<file path="src/logic/tlmm_pkg.sv">
// Constants, register map and factory table contents for the resistor table memory map
package tlmm_pkg;

  // ****************************************************************
  // Register map and decode values
  // ****************************************************************
  localparam logic [7:0] ADDR_TABLE_SELECT = 8'he0;
  localparam logic [7:0] ADDR_UPDATE_CONFIG = 8'he1;
  localparam logic [7:0] SEL_USER = 8'h00;
  localparam logic [7:0] SEL_LUT1 = 8'h01;
  localparam logic [7:0] SEL_LUT2 = 8'h02;
  localparam logic [7:0] TABLE_SELECT_RESET = 8'h00;
  localparam logic [7:0] UPDATE_CONFIG_RESET = 8'h03;
  localparam int CFG_INDEX_EN_BIT = 0;
  localparam int CFG_TEMP_EN_BIT = 1;
  localparam int CFG_FLAG_BIT = 2;
  localparam logic [7:0] UNMAPPED_READ = 8'h00;

  // ****************************************************************
  // Store sizes and temperature steps
  // ****************************************************************
  localparam int USER_DEPTH = 128;
  localparam int LUT_DEPTH = 72;
  localparam logic [6:0] LUT_LAST = 7'h47;
  localparam logic [8:0] TEMP_OFFSET = 9'h028;
  localparam logic [1:0] KIND_USER = 2'h0;
  localparam logic [1:0] KIND_LUT1 = 2'h1;
  localparam logic [1:0] KIND_LUT2 = 2'h2;

  // ****************************************************************
  // Factory contents
  // ****************************************************************
  localparam logic [6:0] USER_COPY1_LO = 7'h60;
  localparam logic [6:0] USER_COPY2_LO = 7'h6c;
  localparam logic [6:0] COPY_LEN = 7'h0c;
  localparam logic [6:0] LUT_COPY_LO = 7'h28;

  // Shipping pattern of the tables; the ramp shape itself is arbitrary
  function automatic logic [7:0] lut_default(input logic [1:0] kind, input logic [6:0] idx);
    logic [7:0] v;
    v = (kind == KIND_LUT1) ? {idx, 1'b0} : (8'hff - {1'b0, idx});
    return v;
  endfunction : lut_default

  function automatic logic [7:0] init_value(input logic [1:0] kind, input logic [6:0] idx);
    logic [7:0] v;
    v = 8'h00;
    if (kind != KIND_USER)
      v = lut_default(kind, idx);
    else if (idx >= USER_COPY1_LO && idx < USER_COPY1_LO + COPY_LEN)
      v = lut_default(KIND_LUT1, idx - USER_COPY1_LO + LUT_COPY_LO);
    else if (idx >= USER_COPY2_LO && idx < USER_COPY2_LO + COPY_LEN)
      v = lut_default(KIND_LUT2, idx - USER_COPY2_LO + LUT_COPY_LO);
    return v;
  endfunction : init_value

endpackage : tlmm_pkg

</file>
<file path="src/logic/tlmm_mem.sv">
// Byte-wide nonvolatile store model with one write port and two registered read ports
`timescale 1ns/1ps
`default_nettype none

module tlmm_mem #(
  parameter int DEPTH = 128,
  parameter int AW = 7,
  parameter logic [1:0] KIND = 2'h0
) (
  input wire logic sys_clk_i,            // System clock
  input wire logic reset_i,              // Async reset, high
  input wire logic we_i,                 // Write strobe
  input wire logic [AW-1:0] waddr_i,     // Write address
  input wire logic [7:0] wdata_i,        // Write data
  input wire logic [AW-1:0] host_addr_i, // Host read address
  output logic [7:0] host_data_o,        // Host read data, registered
  input wire logic [AW-1:0] idx_addr_i,  // Resistor read address
  output logic [7:0] idx_data_o          // Resistor read data, registered
);

  logic [7:0] mem [DEPTH];

  // Reset stands in for the factory-programmed contents
  always_ff @(posedge sys_clk_i or posedge reset_i)
  begin
    if (reset_i)
    begin
      for (int i = 0; i < DEPTH; i++)
        mem[i] <= tlmm_pkg::init_value(KIND, 7'(i));
      host_data_o <= 8'h00;
      idx_data_o <= 8'h00;
    end
    else
    begin
      if (we_i && 32'(waddr_i) < DEPTH)
        mem[waddr_i] <= wdata_i;
      host_data_o <= (32'(host_addr_i) < DEPTH) ? mem[host_addr_i] : 8'h00;
      idx_data_o <= (32'(idx_addr_i) < DEPTH) ? mem[idx_addr_i] : 8'h00;
    end
  end

endmodule : tlmm_mem

`default_nettype wire

</file>
<file path="src/logic/tlmm_top.sv">
// Memory map, table select, update configuration and resistor table lookup
// Functional notes
// - table entry zero is minus forty degrees, each next entry two degrees warmer
// - select 00h maps user store, 01h first table, 02h second table
// - each table holds 72 bytes, separate from user store
// - shipped user 60h-6Bh copy first table entries 28h-33h
// - shipped user 6Ch-77h copy second table entries 28h-33h
// - configuration byte at E1h resets to 03h
// - configuration holds temperature update enable and index update enable
// - completion flag sets when conversion refreshed temperature and index
// - host may clear the flag; it stays zero until next completion
// - every table entry accepts any code 00h to FFh
`timescale 1ns/1ps
`default_nettype none

module tlmm_top (
  input wire logic sys_clk_i,           // 125 MHz system clock
  input wire logic reset_i,             // Async reset, high
  input wire logic [7:0] addr_i,        // Register/memory byte address
  input wire logic wr_i,                // Write strobe, one cycle
  input wire logic [7:0] wdata_i,       // Write data
  input wire logic rd_i,                // Read strobe, one cycle
  output logic [7:0] rdata_o,           // Read data
  output logic rvalid_o,                // Read data valid, one cycle
  input wire logic signed [7:0] temp_i, // Converted temperature, whole degrees
  input wire logic conv_done_i,         // Conversion finished, one cycle
  output logic [7:0] temp_o,            // Held temperature result
  output logic [6:0] lut_index_o,       // Current table index
  output logic [7:0] res0_o,            // First resistor code
  output logic [7:0] res1_o,            // Second resistor code
  output logic update_complete_flag_o   // Completion flag
);

  typedef enum logic [2:0] {SRC_NONE, SRC_USER, SRC_LUT1, SRC_LUT2, SRC_REG} tlmm_src_t;

  // ****************************************************************
  // Address decode
  // ****************************************************************
  logic [7:0] table_select;
  logic low_win;
  logic user_hit;
  logic lut1_hit;
  logic lut2_hit;

  always_comb
  begin
    low_win = ~addr_i[7];
    user_hit = low_win && table_select == tlmm_pkg::SEL_USER;
    lut1_hit = low_win && table_select == tlmm_pkg::SEL_LUT1
      && addr_i[6:0] <= tlmm_pkg::LUT_LAST;
    lut2_hit = low_win && table_select == tlmm_pkg::SEL_LUT2
      && addr_i[6:0] <= tlmm_pkg::LUT_LAST;
  end

  // ****************************************************************
  // Configuration and temperature state
  // ****************************************************************
  logic index_update_enable;
  logic temp_update_enable;
  logic next_index_update_enable;
  logic next_temp_update_enable;
  logic next_update_complete_flag;
  logic [7:0] next_table_select;
  logic [7:0] next_temp;
  logic [6:0] next_lut_index;
  logic signed [7:0] temp_src;
  logic [8:0] idx_sum;
  logic refresh;
  logic [7:0] cfg_byte;

  always_comb
  begin
    cfg_byte = 8'h00;
    cfg_byte[tlmm_pkg::CFG_INDEX_EN_BIT] = index_update_enable;
    cfg_byte[tlmm_pkg::CFG_TEMP_EN_BIT] = temp_update_enable;
    cfg_byte[tlmm_pkg::CFG_FLAG_BIT] = update_complete_flag_o;
    next_table_select = table_select;
    next_index_update_enable = index_update_enable;
    next_temp_update_enable = temp_update_enable;
    next_update_complete_flag = update_complete_flag_o;
    if (wr_i && addr_i == tlmm_pkg::ADDR_TABLE_SELECT)
      next_table_select = wdata_i;
    if (wr_i && addr_i == tlmm_pkg::ADDR_UPDATE_CONFIG)
    begin
      next_index_update_enable = wdata_i[tlmm_pkg::CFG_INDEX_EN_BIT];
      next_temp_update_enable = wdata_i[tlmm_pkg::CFG_TEMP_EN_BIT];
      // Writing one leaves the flag alone; only hardware sets it
      if (!wdata_i[tlmm_pkg::CFG_FLAG_BIT])
        next_update_complete_flag = 1'b0;
    end
    // Index follows the fresh sample when it was taken, else the held one
    temp_src = temp_update_enable ? temp_i : $signed(temp_o);
    next_temp = (conv_done_i && temp_update_enable) ? temp_i : temp_o;
    idx_sum = {temp_src[7], temp_src} + tlmm_pkg::TEMP_OFFSET;
    next_lut_index = lut_index_o;
    if (conv_done_i && index_update_enable)
    begin
      if (idx_sum[8])
        next_lut_index = 7'h00;
      else if (idx_sum[7:1] > tlmm_pkg::LUT_LAST)
        next_lut_index = tlmm_pkg::LUT_LAST;
      else
        next_lut_index = idx_sum[7:1];
    end
    // Completion needs both refreshes; a set in the clear cycle wins
    refresh = conv_done_i && temp_update_enable && index_update_enable;
    if (refresh)
      next_update_complete_flag = 1'b1;
  end

  always_ff @(posedge sys_clk_i or posedge reset_i)
  begin
    if (reset_i)
    begin
      table_select <= tlmm_pkg::TABLE_SELECT_RESET;
      index_update_enable <= tlmm_pkg::UPDATE_CONFIG_RESET[tlmm_pkg::CFG_INDEX_EN_BIT];
      temp_update_enable <= tlmm_pkg::UPDATE_CONFIG_RESET[tlmm_pkg::CFG_TEMP_EN_BIT];
      update_complete_flag_o <= tlmm_pkg::UPDATE_CONFIG_RESET[tlmm_pkg::CFG_FLAG_BIT];
      temp_o <= 8'h00;
      lut_index_o <= 7'h00;
    end
    else
    begin
      table_select <= next_table_select;
      index_update_enable <= next_index_update_enable;
      temp_update_enable <= next_temp_update_enable;
      update_complete_flag_o <= next_update_complete_flag;
      temp_o <= next_temp;
      lut_index_o <= next_lut_index;
    end
  end

  // ****************************************************************
  // Stores
  // ****************************************************************
  logic [7:0] user_q;
  logic [7:0] lut1_q;
  logic [7:0] lut2_q;

  // Shipped user contents carry the table copies
  tlmm_mem #(.DEPTH(tlmm_pkg::USER_DEPTH), .AW(7), .KIND(tlmm_pkg::KIND_USER)) u_user (
    .sys_clk_i(sys_clk_i),
    .reset_i(reset_i),
    .we_i(wr_i && user_hit),
    .waddr_i(addr_i[6:0]),
    .wdata_i(wdata_i),
    .host_addr_i(addr_i[6:0]),
    .host_data_o(user_q),
    .idx_addr_i(7'h00),
    .idx_data_o()
  );

  // Resistor codes come straight from the table read registers
  tlmm_mem #(.DEPTH(tlmm_pkg::LUT_DEPTH), .AW(7), .KIND(tlmm_pkg::KIND_LUT1)) u_lut1 (
    .sys_clk_i(sys_clk_i),
    .reset_i(reset_i),
    .we_i(wr_i && lut1_hit),
    .waddr_i(addr_i[6:0]),
    .wdata_i(wdata_i),
    .host_addr_i(addr_i[6:0]),
    .host_data_o(lut1_q),
    .idx_addr_i(lut_index_o),
    .idx_data_o(res0_o)
  );

  tlmm_mem #(.DEPTH(tlmm_pkg::LUT_DEPTH), .AW(7), .KIND(tlmm_pkg::KIND_LUT2)) u_lut2 (
    .sys_clk_i(sys_clk_i),
    .reset_i(reset_i),
    .we_i(wr_i && lut2_hit),
    .waddr_i(addr_i[6:0]),
    .wdata_i(wdata_i),
    .host_addr_i(addr_i[6:0]),
    .host_data_o(lut2_q),
    .idx_addr_i(lut_index_o),
    .idx_data_o(res1_o)
  );

  // ****************************************************************
  // Read pipeline
  // ****************************************************************
  tlmm_src_t src_q;
  tlmm_src_t next_src;
  logic [7:0] reg_q;
  logic [7:0] next_reg;
  logic [7:0] next_rdata;

  always_comb
  begin
    next_src = SRC_NONE;
    next_reg = tlmm_pkg::UNMAPPED_READ;
    if (rd_i)
    begin
      // Anything not decoded reads as zero but still answers
      next_src = SRC_REG;
      if (user_hit)
        next_src = SRC_USER;
      else if (lut1_hit)
        next_src = SRC_LUT1;
      else if (lut2_hit)
        next_src = SRC_LUT2;
      else if (addr_i == tlmm_pkg::ADDR_TABLE_SELECT)
        next_reg = table_select;
      else if (addr_i == tlmm_pkg::ADDR_UPDATE_CONFIG)
        next_reg = cfg_byte;
    end
    unique case (src_q)
      SRC_USER: next_rdata = user_q;
      SRC_LUT1: next_rdata = lut1_q;
      SRC_LUT2: next_rdata = lut2_q;
      SRC_REG: next_rdata = reg_q;
      SRC_NONE: next_rdata = rdata_o;
      default: next_rdata = tlmm_pkg::UNMAPPED_READ;
    endcase
  end

  always_ff @(posedge sys_clk_i or posedge reset_i)
  begin
    if (reset_i)
    begin
      src_q <= SRC_NONE;
      reg_q <= 8'h00;
      rdata_o <= 8'h00;
      rvalid_o <= 1'b0;
    end
    else
    begin
      src_q <= next_src;
      reg_q <= next_reg;
      rdata_o <= next_rdata;
      rvalid_o <= src_q != SRC_NONE;
    end
  end
endmodule : tlmm_top

`default_nettype wire

</file>
<file path="config.mk">
export PLATFORM = sky130hd
export DESIGN_NAME = tlmm_top
export DESIGN_NICKNAME = d
export VERILOG_FILES = /design/src/logic/tlmm_pkg.sv /design/src/logic/tlmm_mem.sv /design/src/logic/tlmm_top.sv
export SDC_FILE = /design/constraint.sdc
export NUM_CORES = 2
export LEC_CHECK = 0
export BUFFER_PORTS_ARGS = -buffer_cell sky130_fd_sc_hd__buf_2
export CAP_MARGIN = 20
export CORE_MARGIN = 2
export CORE_UTILIZATION = 59
export CTS_BUF_LIST = sky130_fd_sc_hd__clkbuf_2
export CTS_CLUSTER_DIAMETER = 150
export DETAILED_ROUTE_END_ITERATION = 6
export PLACE_DENSITY_LB_ADDON = 0.08
export SLEW_MARGIN = 20
export SYNTH_ARGS = -nofsm -noshare
export SYNTH_HDL_FRONTEND = slang
export SYNTH_HIERARCHICAL = 1
export SYNTH_SLANG_ARGS = --single-unit
</file>
<file path="constraint.sdc">
create_clock -name sys_clk_i -period 116.7 [get_ports sys_clk_i]
set_input_delay 35.01 -clock sys_clk_i [delete_from_list [all_inputs] [get_ports sys_clk_i]]
set_output_delay 35.01 -clock sys_clk_i [all_outputs]
set_load 0.01 [all_outputs]
</file>
==> impl_metrics.yaml <==
outcome:
  run_status: "finished clean"
layout:
  finalInstanceArea_um2: 121500
  nets: 7356
  drive_gt1_frac: 0.6111
  syn_to_final_growth_pct: 6.527
grt:
  grt_max_degree: 194
  grt_pass1_wl_um: 473100
  antenna_found_initial: 6
  grt_overflow_total: 0
  grt_pass1_vias: 71530
  track_usage: 0.3229
power_and_ir_drop:
  report.power.total_mw: 1.586
  ir_drop_mv: 0.01013
  p_leak_nw: 56.06
  cellPowerDensity_nw_per_um2: 13.06
sta:
  worstMarginPinSlew_ns: 1.421
  rsz0062_at_grt: "false"
  max_slew_margin: 0.05254
  timing.final.max_slew_violations: 0
  holdWs_ns: 0.5033
  fin_crit_ns: 38.51
  finalCritPeriodShare: 0.3300
  setup_violations: 0
  finClkSkew_ns: 0.1144
  fmax_ghz: 0.02597
  hold_viol: 0
  fin_tns_setup_ns: 0
clock_network:
  hold_buffers: 0
  cts_tree: "yes"
  cts_sinks: 2262
  cts_setup_buffers: 0
  clock_path_buffers: 4
  clk_pin_slew_ns: 0.08
  cts_buffers: 612
  cts_max_level: 6
  clock_latency_ns: 2.01
  cts-root-buf: "clkbuf_2"
  cts_resized: 0
setup_path:
  critPathBufInv: 5
  slowest_stage: "buf_4"
  crit_family: "buffers and inverters"
  required_ns: 118.55
  cp_cell_sequence: "buf_8 -> buf_4 -> buf_4 -> buf_4 -> buf_4 -> mux4_2 -> mux4_2 -> mux4_2 -> mux2_2"
  path_common_cell: "buf_4"
  cp_max_fo: 62
  cp-start-kind: "input pin"
  critPathMaxStageDelay_ns: 0.81
  arrival_ns: 40.36
  critPathKind: "in2reg"
  crit_path_end_kind: "register"
placed_design:
  place.gp.congestion: 0.8773
  io_buffers: 69
  hpwl_um: 195800
  place_area_um2: 116100
floorplanning:
  core_um2: 192400
  die_w_um: 443.6
  ios: 70
  die-area_um2: 196800
  initial_core_util: 0.5927
  die_h_um: 443.6
  rows: 161
detailed_routing:
  wl_um: 313600
  final_antenna_net_count: 0
  detail_route.first_pass.iterations: 6
  route.detailed.drc: 0
  via_count: 68590
  wl_per_cell_um: 30.42
  dr.first_iter.drc_count: 5671
  viasPerCell: 6.652
logic_synthesis:
  synth_cells: 7091
  synth_nets: 7122
  mappedNetlistArea_um2: 114000
  yosys_warnings: 6
  avgSynthCellArea_um2: 16.08
min_path:
  hold_class: "reg2reg"
job:
  max_cap_violations: 0
sequential cells by signal (all words and copies together), names as in the netlist, 7 cells and up:
name,flops
u_lut2/host_data_o,8
u_lut2/idx_data_o,8
u_lut1/idx_data_o,8
lut_index_o,7
temp_o,8
u_user/mem,1024
rdata_o,8
u_lut2/mem,576
u_lut1/host_data_o,8
u_lut1/mem,576
table_select,8
reg_q,8
u_user/host_data_o,8
cell usage in the layout, fill, tap and decap left out, types with 24 or more instances in the layout:
master and count:
a21oi_1 35, a22oi_1 42, buf_2 54, buf_4 115, clkbuf_2 968, clkinv_1 71, dfrtp_1 1583, dfstp_2 674
mux2_1 463, mux2_2 1788, mux2i_1 151, mux4_2 926, nand2_1 199, nand2b_1 26, nand3_1 51, nor2_1 80
nor2_2 24, nor2_4 42, nor2_8 36, nor2b_1 38, nor3_1 25, o22ai_1 42
metrics by stage:
step	cells	setup slack, ns	util
after floorplan	7091	52.81	-
after global placement	9235	76.23	0.6034
after detailed placement	9236	76.27	0.6036
after CTS	10290	78.40	0.6308
after global routing	10300	78.14	0.6312
final	10310	78.19	0.6314
worst paths after layout:
check	depth (start not counted)	end	slack, ns	startpoint
setup reg to reg	8	u_lut2/idx_data_o[2]	111.82	lut_index_o[0]
setup / recovery	9	u_user/host_data_o[2]	78.19	addr_i[2]
hold reg to reg	1	u_user/mem[35]	0.50	u_user/mem[35]
hold / removal	1	u_user/mem[35]	0.50	u_user/mem[35]
max in group asynchronous	5	u_lut2/mem[545]	80.32	reset_i
min in group asynchronous	2	u_lut1/host_data_o[7]	33.25	reset_i
metal layers:
layer / global-route usage / wire [µm] / up-vias / share of wire
met5: 0 / 46 / - / 0.00015
met1: 0.4463 / 128900 / 37270 / 0.41
met3: 0.06304 / 21070 / 539 / 0.067
met4: 0.1191 / 11090 / 6 / 0.035
met2: 0.5135 / 152600 / 2588 / 0.49
li1: - / - / 28180 / -
where the power goes:
| group | internal [mW] | switching, mW | total (mW) |
|---|---|---|---|
| sequential | 0.806 | 0.0183 | 0.824 |
| clock | 0.219 | 0.331 | 0.550 |
| combinational | 0.0785 | 0.133 | 0.212 |
layout make-up:
cell class	instances	area, µm²
diodes	19	47.55
clock buffers	968	4845
clock inverters	87	385.4
fillers	14490	70920
inverters	12	68.82
multi-input cells	4249	54050
flip-flops and latches	2262	57460
well taps	2526	3161
repair buffers	188	1443
Note: power is estimated with default switching activity, not from simulation.
